--- config.mk ---
export PLATFORM = sky130hd
export DESIGN_NAME = peru_unit
export DESIGN_NICKNAME = d
export VERILOG_FILES = /design/src/peru_pkg.sv /design/src/peru_unit.sv
export SDC_FILE = /design/constraint.sdc
export NUM_CORES = 1
export LEC_CHECK = 0
export BUFFER_PORTS_ARGS = -buffer_cell sky130_fd_sc_hd__buf_2
export CORE_AREA = 2 2 100 141
export DETAILED_ROUTE_END_ITERATION = 16
export DIE_AREA = 0 0 102 143
export HOLD_SLACK_MARGIN = 0.06
export PLACE_DENSITY = 0.87
export SLEW_MARGIN = 20
export SYNTH_ARGS = -nofsm -noshare
export SYNTH_HDL_FRONTEND = slang
export SYNTH_SLANG_ARGS = --single-unit
--- constraint.sdc ---
create_clock -name pclk -period 3.05 [get_ports pclk]
set_input_delay 0.7625 -clock pclk [delete_from_list [all_inputs] [get_ports pclk]]
set_output_delay 0.7625 -clock pclk [all_outputs]
set_load 0.005 [all_outputs]
--- src/peru_pkg.sv ---
package peru_pkg;
    // ------------------------------------------------------------
    // register byte offsets (apb, one aligned word each)
    // ------------------------------------------------------------
    localparam logic [7:0] PERU_OFS_CSR = 8'h00;
    localparam logic [7:0] PERU_OFS_ISR = 8'h04;
    localparam logic [7:0] PERU_OFS_IMSK = 8'h08;
    localparam logic [7:0] PERU_OFS_ERRCS = 8'h0c;
    localparam logic [7:0] PERU_OFS_AERR = 8'h10;
    localparam logic [7:0] PERU_OFS_MISC = 8'h14;
    localparam logic [7:0] PERU_OFS_DMA = 8'h18;
    // ------------------------------------------------------------
    // pci_command_status_reg fields
    // ------------------------------------------------------------
    localparam int PERU_CSR_PARITY_ERROR_RESPONSE = 6;
    localparam int PERU_CSR_SERREN = 8;
    localparam int PERU_CSR_MDPD = 24;
    localparam int PERU_CSR_STA = 27;
    localparam int PERU_CSR_RTA = 28;
    localparam int PERU_CSR_RMA = 29;
    localparam int PERU_CSR_SSERR = 30;
    localparam int PERU_CSR_DPE = 31;
    // ------------------------------------------------------------
    // interrupt_status_one fields
    // ------------------------------------------------------------
    localparam int PERU_ISR_CPU_ERR = 0;
    localparam int PERU_ISR_OTH_ERR = 1;
    localparam int PERU_ISR_SAME_ERR = 2;
    localparam int PERU_ISR_CPU_RTY = 3;
    localparam int PERU_ISR_OTH_RTY = 4;
    localparam int PERU_ISR_SAME_RTY = 5;
    localparam int PERU_ISR_APAR = 6;
    localparam int PERU_ISR_DMA = 7;
    localparam int PERU_ISR_W = 8;
    // misc register and error log control fields
    localparam int PERU_MISC_CAM = 0;
    localparam int PERU_ERRCS_ES = 31;
    localparam logic [31:0] PERU_RST_ZERO = 32'h0000_0000;
    localparam logic [31:0] PERU_ALL_ONES = 32'hffff_ffff;
    // ------------------------------------------------------------
    // error sources and termination kinds
    // ------------------------------------------------------------
    typedef enum logic [1:0] {
        PERU_SRC_CPU = 2'b00,
        PERU_SRC_OTHER = 2'b01,
        PERU_SRC_SAME = 2'b10
    } peru_src_t;
    typedef enum logic [1:0] {
        PERU_TERM_OK = 2'b00,
        PERU_TERM_MA = 2'b01,
        PERU_TERM_TA = 2'b10,
        PERU_TERM_RETRY = 2'b11
    } peru_term_t;
endpackage

--- src/peru_unit.sv ---
// How it works
// - master abort sets status and source flag
// - retry expiry sets per-source retry flag
// - latch read error, report on return
// - returned latched error gets target abort
// - received target abort sets status, flag
// - target-reported write parity sets master parity
// - perr only with parity response set
// - serr needs parity response and enable
// - config master abort: ones or target abort
// - error bits never stall forwarding
// - address parity still claimed and completed
// - target data parity proceeds normally
// - read parity error continues, parity regenerated
// - failed write purged, dma status posted
// - failed read latched for source
// - dma flags per bus interface
// - dma flags can raise interrupt
// - clearing status flag drops interrupt
// - new log only after lock cleared
// - dma stays stopped until flag cleared
// - distinct flags per pci error kind
// - log command and address per error
// - address parity serr, parity, flag
//
// Local design decisions: the APB slave port and the register offsets.
module peru_unit
    import peru_pkg::*;
(
    input wire logic pclk,
    input wire logic presetn,
    input wire logic psel,
    input wire logic penable,
    input wire logic pwrite,
    input wire logic [7:0] paddr,
    input wire logic [31:0] pwdata,
    output logic [31:0] prdata,
    output logic pready,
    output logic pslverr,
    input wire logic mst_done,
    input wire logic mst_write,
    input wire peru_pkg::peru_src_t mst_src,
    input wire peru_pkg::peru_term_t mst_term,
    input wire logic mst_dma,
    input wire logic mst_wr_perr,
    input wire logic mst_rd_perr,
    input wire logic [3:0] mst_cmd,
    input wire logic [31:0] mst_addr,
    input wire logic far_rd_err,
    input wire peru_pkg::peru_src_t far_src,
    input wire logic far_cfg_ma,
    input wire logic tgt_return,
    input wire logic [3:0] tgt_cmd,
    input wire logic [31:0] tgt_addr,
    input wire logic tgt_addr_perr,
    input wire logic tgt_data_perr,
    input wire peru_pkg::peru_src_t tgt_dst,
    input wire logic [31:0] rd_data_in,
    output logic tgt_claim,
    output logic tgt_abort,
    output logic [31:0] tgt_rd_data,
    output logic tgt_rd_par,
    output logic mst_stop,
    output logic purge,
    output logic dma_err_post,
    output logic perr_n_out,
    output logic perr_oe,
    output logic serr_n_out,
    output logic serr_oe,
    input wire logic [2:0] dma_bus_err,
    input wire logic dma_restart,
    output logic dma_run_ok,
    output logic irq
);
    // ------------------------------------------------------------
    // state
    // ------------------------------------------------------------
    typedef struct packed {
        logic [31:0] csr;
        logic [PERU_ISR_W-1:0] isr;
        logic [PERU_ISR_W-1:0] imsk;
        logic [31:0] errcs;
        logic [31:0] aerr;
        logic [31:0] misc;
        logic [2:0] dma;
        logic rd_err_pend;
        logic rd_err_cfg;
        peru_src_t rd_err_src;
        logic [31:0] rdata;
        logic abort;
        logic [31:0] tdata;
        logic tpar;
        logic stop;
        logic purge;
        logic dpost;
        logic perr;
        logic serr;
    } peru_state_t;

    peru_state_t cur;
    peru_state_t next_cur;

    // maps a source to its interface error flag position
    function automatic int peru_err_bit(input peru_src_t s);
        return (s == PERU_SRC_CPU) ? PERU_ISR_CPU_ERR :
               (s == PERU_SRC_OTHER) ? PERU_ISR_OTH_ERR : PERU_ISR_SAME_ERR;
    endfunction

    // write-one-to-clear with hardware set winning the same cycle
    function automatic logic [31:0] peru_w1c(input logic [31:0] v, input logic [31:0] c, input logic [31:0] s);
        return (v & ~c) | s;
    endfunction

    logic wr_en;
    logic rd_en;
    logic mapped;
    assign wr_en = psel && penable && pwrite;
    assign rd_en = psel && penable && !pwrite;
    assign mapped = paddr inside {PERU_OFS_CSR, PERU_OFS_ISR, PERU_OFS_IMSK, PERU_OFS_ERRCS,
                                  PERU_OFS_AERR, PERU_OFS_MISC, PERU_OFS_DMA};

    // ------------------------------------------------------------
    // next state
    // ------------------------------------------------------------
    always_comb
    begin
        logic [31:0] csr_set;
        logic [PERU_ISR_W-1:0] isr_set;
        logic [31:0] wclr;
        logic log_ev;
        logic mst_fail;
        logic [3:0] log_cmd;
        logic [31:0] log_addr;
        logic perresp;
        logic serren;
        csr_set = PERU_RST_ZERO;
        isr_set = '0;
        wclr = PERU_RST_ZERO;
        log_ev = 1'b0;
        log_cmd = tgt_cmd;
        log_addr = tgt_addr;
        next_cur = cur;
        perresp = cur.csr[PERU_CSR_PARITY_ERROR_RESPONSE];
        serren = cur.csr[PERU_CSR_SERREN];
        mst_fail = mst_done && (mst_term != PERU_TERM_OK);
        next_cur.abort = 1'b0;
        next_cur.stop = 1'b0;
        next_cur.purge = 1'b0;
        next_cur.dpost = 1'b0;
        next_cur.perr = 1'b0;
        next_cur.serr = 1'b0;
        // read data regenerated with fresh parity whatever the bus parity was
        next_cur.tdata = rd_data_in;
        next_cur.tpar = ^rd_data_in;

        // master terminations
        if (mst_fail)
        begin
            next_cur.stop = 1'b1;
            log_ev = 1'b1;
            log_cmd = mst_cmd;
            log_addr = mst_addr;
            unique case (mst_term)
                PERU_TERM_MA:
                begin
                    csr_set[PERU_CSR_RMA] = 1'b1;
                    isr_set[peru_err_bit(mst_src)] = 1'b1;
                end
                PERU_TERM_TA:
                begin
                    csr_set[PERU_CSR_RTA] = 1'b1;
                    isr_set[peru_err_bit(mst_src)] = 1'b1;
                end
                PERU_TERM_RETRY:
                    isr_set[PERU_ISR_CPU_RTY + int'(mst_src)] = 1'b1;
                default:
                    isr_set = isr_set;
            endcase
            if (mst_write)
            begin
                next_cur.purge = 1'b1;
                next_cur.dpost = mst_dma;
            end
        end
        // external target flagged parity on our write
        if (mst_done && mst_write && mst_wr_perr)
            csr_set[PERU_CSR_MDPD] = 1'b1;
        // read data parity seen by our master: flag, read still proceeds
        if (mst_done && !mst_write && mst_rd_perr)
        begin
            csr_set[PERU_CSR_DPE] = 1'b1;
            isr_set[peru_err_bit(mst_src)] = 1'b1;
            next_cur.perr = perresp;
            csr_set[PERU_CSR_MDPD] = perresp;
            log_ev = 1'b1;
            log_cmd = mst_cmd;
            log_addr = mst_addr;
        end

        // far master read error latched until requester returns
        if (far_rd_err)
        begin
            next_cur.rd_err_pend = 1'b1;
            next_cur.rd_err_cfg = far_cfg_ma;
            next_cur.rd_err_src = far_src;
        end
        next_cur.rdata = rd_data_in;
        if (tgt_return && cur.rd_err_pend)
        begin
            next_cur.rd_err_pend = far_rd_err;
            if (cur.rd_err_cfg && cur.misc[PERU_MISC_CAM])
                next_cur.rdata = PERU_ALL_ONES;
            else
            begin
                next_cur.abort = 1'b1;
                csr_set[PERU_CSR_STA] = 1'b1;
                isr_set[peru_err_bit(cur.rd_err_src)] = 1'b1;
                log_ev = 1'b1;
            end
        end
        next_cur.tdata = next_cur.rdata;
        next_cur.tpar = ^next_cur.rdata;

        // target parity: flagged, transaction carries on
        if (tgt_addr_perr)
        begin
            csr_set[PERU_CSR_DPE] = 1'b1;
            isr_set[PERU_ISR_APAR] = 1'b1;
            next_cur.serr = perresp && serren;
            csr_set[PERU_CSR_SSERR] = perresp && serren;
            log_ev = 1'b1;
        end
        if (tgt_data_perr)
        begin
            csr_set[PERU_CSR_DPE] = 1'b1;
            isr_set[peru_err_bit(tgt_dst)] = 1'b1;
            next_cur.perr = perresp;
            log_ev = 1'b1;
        end

        // dma per-interface fault flags, sticky until software clears
        next_cur.dma = cur.dma | dma_bus_err;
        isr_set[PERU_ISR_DMA] = |dma_bus_err;

        // software writes
        if (wr_en)
            wclr = pwdata;
        unique case (paddr)
            PERU_OFS_CSR:
            begin
                next_cur.csr = peru_w1c(cur.csr, wr_en ? (wclr & 32'hff00_0000) : PERU_RST_ZERO, csr_set);
                if (wr_en)
                    next_cur.csr[15:0] = pwdata[15:0];
            end
            default:
                next_cur.csr = cur.csr | csr_set;
        endcase
        next_cur.isr = cur.isr | isr_set;
        if (wr_en && paddr == PERU_OFS_ISR)
            next_cur.isr = (cur.isr & ~pwdata[PERU_ISR_W-1:0]) | isr_set;
        if (wr_en && paddr == PERU_OFS_IMSK)
            next_cur.imsk = pwdata[PERU_ISR_W-1:0];
        if (wr_en && paddr == PERU_OFS_MISC)
            next_cur.misc = pwdata & 32'h0000_0001;
        if (wr_en && paddr == PERU_OFS_DMA)
            next_cur.dma = (cur.dma & ~pwdata[2:0]) | dma_bus_err;
        if (wr_en && paddr == PERU_OFS_ERRCS && pwdata[PERU_ERRCS_ES])
            next_cur.errcs[PERU_ERRCS_ES] = 1'b0;

        // error log: captured only while unlocked
        if (log_ev && !cur.errcs[PERU_ERRCS_ES])
        begin
            next_cur.errcs = {1'b1, 27'h0, log_cmd};
            next_cur.aerr = log_addr;
        end
    end

    // ------------------------------------------------------------
    // registers
    // ------------------------------------------------------------
    always_ff @(posedge pclk or negedge presetn)
    begin
        if (!presetn)
            cur <= '0;
        else
            cur <= next_cur;
    end

    // read mux and fixed one-cycle access phase
    always_comb
    begin
        unique case (paddr)
            PERU_OFS_CSR: prdata = cur.csr;
            PERU_OFS_ISR: prdata = {24'h0, cur.isr};
            PERU_OFS_IMSK: prdata = {24'h0, cur.imsk};
            PERU_OFS_ERRCS: prdata = cur.errcs;
            PERU_OFS_AERR: prdata = cur.aerr;
            PERU_OFS_MISC: prdata = cur.misc;
            PERU_OFS_DMA: prdata = {29'h0, cur.dma};
            default: prdata = PERU_RST_ZERO;
        endcase
        if (!rd_en)
            prdata = PERU_RST_ZERO;
    end
    assign pready = 1'b1;
    assign pslverr = psel && penable && !mapped;

    // ------------------------------------------------------------
    // outputs
    // ------------------------------------------------------------
    // error flags never gate claiming or forwarding
    assign tgt_claim = 1'b1;
    assign tgt_abort = cur.abort;
    assign tgt_rd_data = cur.tdata;
    assign tgt_rd_par = cur.tpar;
    assign mst_stop = cur.stop;
    assign purge = cur.purge;
    assign dma_err_post = cur.dpost;
    assign perr_n_out = 1'b0;
    assign perr_oe = cur.perr;
    assign serr_n_out = 1'b0;
    assign serr_oe = cur.serr;
    assign dma_run_ok = (cur.dma == 3'b000) && dma_restart;
    assign irq = |(cur.isr & cur.imsk);

    // ------------------------------------------------------------
    // assertions
    // ------------------------------------------------------------
    a_ma_status: assert property (@(posedge pclk) disable iff (!presetn)
        mst_done && mst_term == PERU_TERM_MA |=> cur.csr[PERU_CSR_RMA])
        else $error("master abort not recorded");
    a_retry_flag: assert property (@(posedge pclk) disable iff (!presetn)
        mst_done && mst_term == PERU_TERM_RETRY && mst_src == PERU_SRC_SAME |=> cur.isr[PERU_ISR_SAME_RTY])
        else $error("retry expiry flag missing");
    a_ta_return: assert property (@(posedge pclk) disable iff (!presetn)
        tgt_return && cur.rd_err_pend && !(cur.rd_err_cfg && cur.misc[PERU_MISC_CAM])
        |=> tgt_abort && cur.csr[PERU_CSR_STA])
        else $error("latched read error not aborted");
    a_cfg_ones: assert property (@(posedge pclk) disable iff (!presetn)
        tgt_return && cur.rd_err_pend && cur.rd_err_cfg && cur.misc[PERU_MISC_CAM]
        |=> !tgt_abort && tgt_rd_data == PERU_ALL_ONES)
        else $error("config abort mapping wrong");
    a_rta_status: assert property (@(posedge pclk) disable iff (!presetn)
        mst_done && mst_term == PERU_TERM_TA |=> cur.csr[PERU_CSR_RTA] && mst_stop)
        else $error("target abort not recorded");
    a_perr_gate: assert property (@(posedge pclk) disable iff (!presetn)
        perr_oe |-> $past(cur.csr[PERU_CSR_PARITY_ERROR_RESPONSE]))
        else $error("perr driven without enable");
    a_serr_gate: assert property (@(posedge pclk) disable iff (!presetn)
        serr_oe |-> $past(cur.csr[PERU_CSR_PARITY_ERROR_RESPONSE]) && $past(cur.csr[PERU_CSR_SERREN]))
        else $error("serr driven without enables");
    a_write_purge: assert property (@(posedge pclk) disable iff (!presetn)
        mst_done && mst_write && mst_term != PERU_TERM_OK |=> purge)
        else $error("failed write not purged");
    a_irq_level: assert property (@(posedge pclk) disable iff (!presetn)
        irq && !(wr_en && (paddr == PERU_OFS_ISR || paddr == PERU_OFS_IMSK)) |=> irq)
        else $error("interrupt dropped while flag set");
    a_log_lock: assert property (@(posedge pclk) disable iff (!presetn)
        cur.errcs[PERU_ERRCS_ES] && !(wr_en && paddr == PERU_OFS_ERRCS) |=> $stable(cur.aerr))
        else $error("locked error log overwritten");
    a_mdpd_write: assert property (@(posedge pclk) disable iff (!presetn)
        mst_done && mst_write && mst_wr_perr |=> cur.csr[PERU_CSR_MDPD])
        else $error("write parity report not recorded");
    a_dma_flag: assert property (@(posedge pclk) disable iff (!presetn)
        (|dma_bus_err) |=> cur.dma != 3'b000 && !dma_run_ok)
        else $error("dma channel not held stopped");
    a_apar_flag: assert property (@(posedge pclk) disable iff (!presetn)
        tgt_addr_perr |=> cur.csr[PERU_CSR_DPE] && cur.isr[PERU_ISR_APAR])
        else $error("address parity not flagged");
    c_ma: cover property (@(posedge pclk) mst_done && mst_term == PERU_TERM_MA);
    c_abort: cover property (@(posedge pclk) tgt_abort);
    c_serr: cover property (@(posedge pclk) serr_oe);
    c_irq: cover property (@(posedge pclk) $fell(irq));
    c_cfg_ones: cover property (@(posedge pclk)
        tgt_return && cur.rd_err_pend && cur.rd_err_cfg && cur.misc[PERU_MISC_CAM]);
endmodule // peru_unit

# --- Word level (Yosys, flattened, before mapping) ---
# Index checks and enable logic that the tools add are counted.
op_classes:
  n_mux: 59
  n_lt_le_gt_ge: 8
  add_sub_neg: 1
  bitwise_logic: 16
  n_eq_ne: 12
  reduce_logical: 41
ops:
  columns: ["operator", "n"]
  rows:
  - ["case mux 32 bit (7 select lines)", 1]
  - ["two-way mux 32 bit", 6]
  - ["two-way mux 64 bit", 1]
  - ["OR 32 bit", 2]
  - ["two-way mux 7 bit", 5]
  - ["two-way mux 33 bit", 1]
  - ["AND 32 bit", 1]
  - ["NOT 32 bit", 1]
  - ["XOR reduction 32 bit", 1]
  - ["== test 8 x 5 -> 1 bit, second input constant", 3]
  - ["logical AND 1 bit", 24]
  - ["two-way mux 1 bit", 24]
  - ["OR 7 bit", 3]
  - ["two-way mux 2 bit", 9]
  - ["AND 8 bit", 2]
  - ["== test 8 x 4 -> 1 bit, second input constant", 2]
  - ["two-way mux 16 bit", 1]
  - ["OR 8 bit", 2]
  - ["case mux 7 bit (2 select lines)", 1]
  - ["demux 1 bit (select 3 bit)", 4]
  - ["less-than comparator 2 x 4 -> 1 bit, second input constant", 3]
  - ["two-way mux 4 bit", 3]
  - ["== test 2 x 1 -> 1 bit, second input constant", 4]
  - ["== test 8 x 3 -> 1 bit, second input constant", 1]
  - ["other kinds (20)", 32]
totals:
  in_bits: 171
  ff_bits: 132
  wordCells: 156

# --- Longest topological paths before layout ---
logic_depth:
  word_depth: 19
  ltp_mapped: 9

# --- Least setup slack after synthesis ---
# OpenSTA, ideal clock, no wires.
synth_timing:
  path_type: "input-to-output"
  from: "input paddr[5]"
  to: "output prdata[13]"
  stages: 7
  n_path_buf: 2
  slack_ps: 155
  required_ps: 2288
  arrival_ps: 2133
  path_cell_list: "or3_4 nor4_1 and2_1 buf_4 buf_2 a22oi_1 nor2_1"
synth_between:
  elab_chain_cells: 3
synth_rtl:
  columns: ["item", "line", "text"]
  rows:
  - ["start, declared", "peru_unit.sv:35", "input wire logic [7:0] paddr,"]
  - ["== test 8 x 5 -> 1 bit (tied with other cells)", "peru_unit.sv:292", "unique case (paddr)"]
  - ["case mux 32 bit (7 select lines) *", "peru_unit.sv:292", null]
  - ["two-way mux 32 bit *", "peru_unit.sv:302", "if (!rd_en)"]
  - ["end, declared", "peru_unit.sv:37", "output logic [31:0] prdata,"]
# Mark *: on every way between the ends. The rest lies on a longest branch, timed or not.

# --- Worst setup path after layout ---
layout_timing:
  from: "input paddr[6]"
  to: "output prdata[31]"
# The elaborated chain is that of the path after synthesis.

==> out/results.tsv <==
metric	value	unit
finalMaxSlewViolations	0	
ys_types	51	
ys_warn_count	0	
gp_congestion	0.8581	
first_pass_iters	4	
syn_inst	645	
fmax	321.7	MHz
clock_skew	0.008055	ns
cpMostUsedCell	buf_6	
clockBufferDepth	2	
cp.arrival	2.35	ns
tns	-0.2449	ns
drtAntennaViolNets	0	
whs	0.4478	ns
synth_edf_count	0	
fp.coreArea	13260	um^2
rows	50	
clockRootBuffer	clkbuf_16	
grt_max_degree	125	
final_nets	1039	
drc_errors	0	
worstPathRequired	2.29	ns
area.growth.synth_to_final	30.84	%
overflow	0	
crit_chain	buf_6 > or3_4 > nor4_4 > buf_4 > nor2b_4 > buf_6 > a22oi_2 > a21oi_2 > buf_2	
cp_slowest_cell	or3_4	
synthSimpleGateAreaFrac	17.28	%
ys_ff_latch	124	
startpoint_type	input port	
port_buffers	236	
min_period	3.108	ns
wl	17.91	mm
via_per_inst	5.221	
finalHoldViolCount	0	
dp.cells	1017	
most-common-layout-cells	buf_2, dfrtp_1, nand2_1	
synth-async-reset-ratio	100.0	%
relSlewSlack	52.97	%
critPathKind	in -> out	
path_clk_slew	0.06	ns
dp_hpwl	13.30	mm
grt_pass1_wl	26.97	mm
violations	setup timing	
drt_iter0_drc	251	
rsz0062_at_grt	yes	
synth_top_area_share	48.48	%
cts_tree	yes	
h-tree-depth	4	
path_buf_inv	4	
initial_utilization	48.26	%
fin_ws	-0.05802	ns
synth.avg_cell_area	9.924	um^2
instances_no_fill	1053	
setup_violations	12	
fp.dieH	143	um
vias	5498	
ys_seq_area_share	48.48	%
antenna_found_initial	2	
tightest_slew	0.7034	ns
crit_family	simple AND/OR/NAND/NOR gates	
synth.area.top_cells	dfrtp_1, mux2i_1, nand2_1, buf_4, nor2_1	
die-area	14590	um^2
clock_latency	0.41	ns
top_register	cur	
layout.cells.most_common	buf_2	
hp-class	in -> async	
post_drt_wl_per_cell	17.00	um
dieWidth	102	um
synth_xor_area_share	4.242	%
io_pins	249	
grt_usage	24.42	%
leakage	4.180	nW
largest_reg_flops	85	
drive_gt1_share	38.00	%
cap_violations	0	
syn_area	6401	um^2
power_density	545.6	nW/um^2
status	finished, violations left	
ys.flop_type	dfrtp_1	
critical_path.max_stage_delay	0.40	ns
vdd_drop_max	0.0004337	V
fin_crit_sh	101.9	%
endpoint_kind	output port	
cp_max_fo	6	
synthMuxAreaShare	9.715	%
cts_buffers	17	
synthAdderAreaFrac	1.955	%
yosys.area.top_type	dfrtp_1	
synth_top_family_by_area	simple AND/OR/NAND/NOR gates	
antenna-diode-count	0	
grt_pass1_vias	5442	
cts_sinks	124	
hold_buffers	0	
synth-compound-area-share	10.85	%
-- synthesized netlist by cell type, types with 2 or more instances --
library cell    n
and2_1          3
nor3_1          5
xor2_1          3
buf_2          17
and3_1         14
a22o_1          5
mux2i_1        43
nand2_1        80
inv_1           9
nand3_1         8
and4_1          2
a31oi_1         3
a21o_1          7
a21oi_1        42
a221oi_1        2
ha_1           10
nor3b_1         2
xnor2_1        28
o21ai_0         8
clkbuf_1       12
buf_4          39
nor2b_1         4
conb_1          2
nand2b_1       32
mux2_2         15
a22oi_1        26
or2_2           2
a21boi_0        2
nor2_1         68
nand4_1         5
nand2_2         2
a32o_1          3
dfrtp_1       124
-- logic make-up after synthesis --
family                   after synthesis
AO/OA/AOI/OAI                        106
XOR/XNOR                              31
adder cells (fa/ha/maj)               10
buffers and inverters                 79
flip-flops                           124
multiplexers                          59
other                                  2
AND/OR/NAND/NOR                      234
-- metrics by stage --
step | setup WS [ns] | instance area (um^2) | utilization, % | total power, mW
after floorplan | 0.1546 | 6409 | - | 2.173
after global placement | -0.1437 | 7605 | 57.34 | 2.401
after detailed placement | -0.1600 | 7605 | 57.34 | 2.427
after CTS | 0.002989 | 8280 | 62.43 | 4.594
after global routing | -0.1334 | 8376 | 63.15 | 4.742
final | -0.05802 | 8376 | 63.15 | 4.569
-- final timing paths --
check	slack, ns	end	depth (start not counted)	startpoint
worst max register to register	1.20	cur[138]	8	cur[78]
worst max-delay path	-0.06	prdata[31]	9	paddr[6]
worst min-delay path	0.45	tgt_rd_data[3]	2	presetn
max in group asynchronous	2.12	cur[112]	2	presetn
worst min register to register	0.47	cur[194]	2	cur[194]
min in group pclk	0.47	cur[194]	2	cur[194]
-- per-layer routing --
layer / vias up / part of all wire [%] / track usage (%)
met2: 235 / 54 / 43.21
met1: 2635 / 36 / 26.63
met5: - / 0.089 / 0
met3: 25 / 8.5 / 8.664
met4: 2 / 1.8 / 8.772
li1: 2601 / - / -
-- report_power, final --
part	internal, mW	switching, mW
logic	0.298	0.291
registers	1.75	0.0582
clock network	1.42	0.755
-- layout make-up --
type / instances / area [um^2]
Clock inverter: 13 / 190.2
Clock buffer: 19 / 452.9
Tap cell: 182 / 227.7
Fill cell: 1090 / 4887
Multi-Input combinational cell: 444 / 2915
Sequential cell: 124 / 3103
Inverter: 9 / 33.78
Timing Repair Buffer: 262 / 1453
-- what timing repair did --
action	CTS	global route
setup endpoints to repair	19	29
cloned	1	1
buffers inserted	1	1
pin swaps	1	15
gates resized for setup	5	17
hold endpoints to repair	0	0
(Power assumes the default switching activity.)
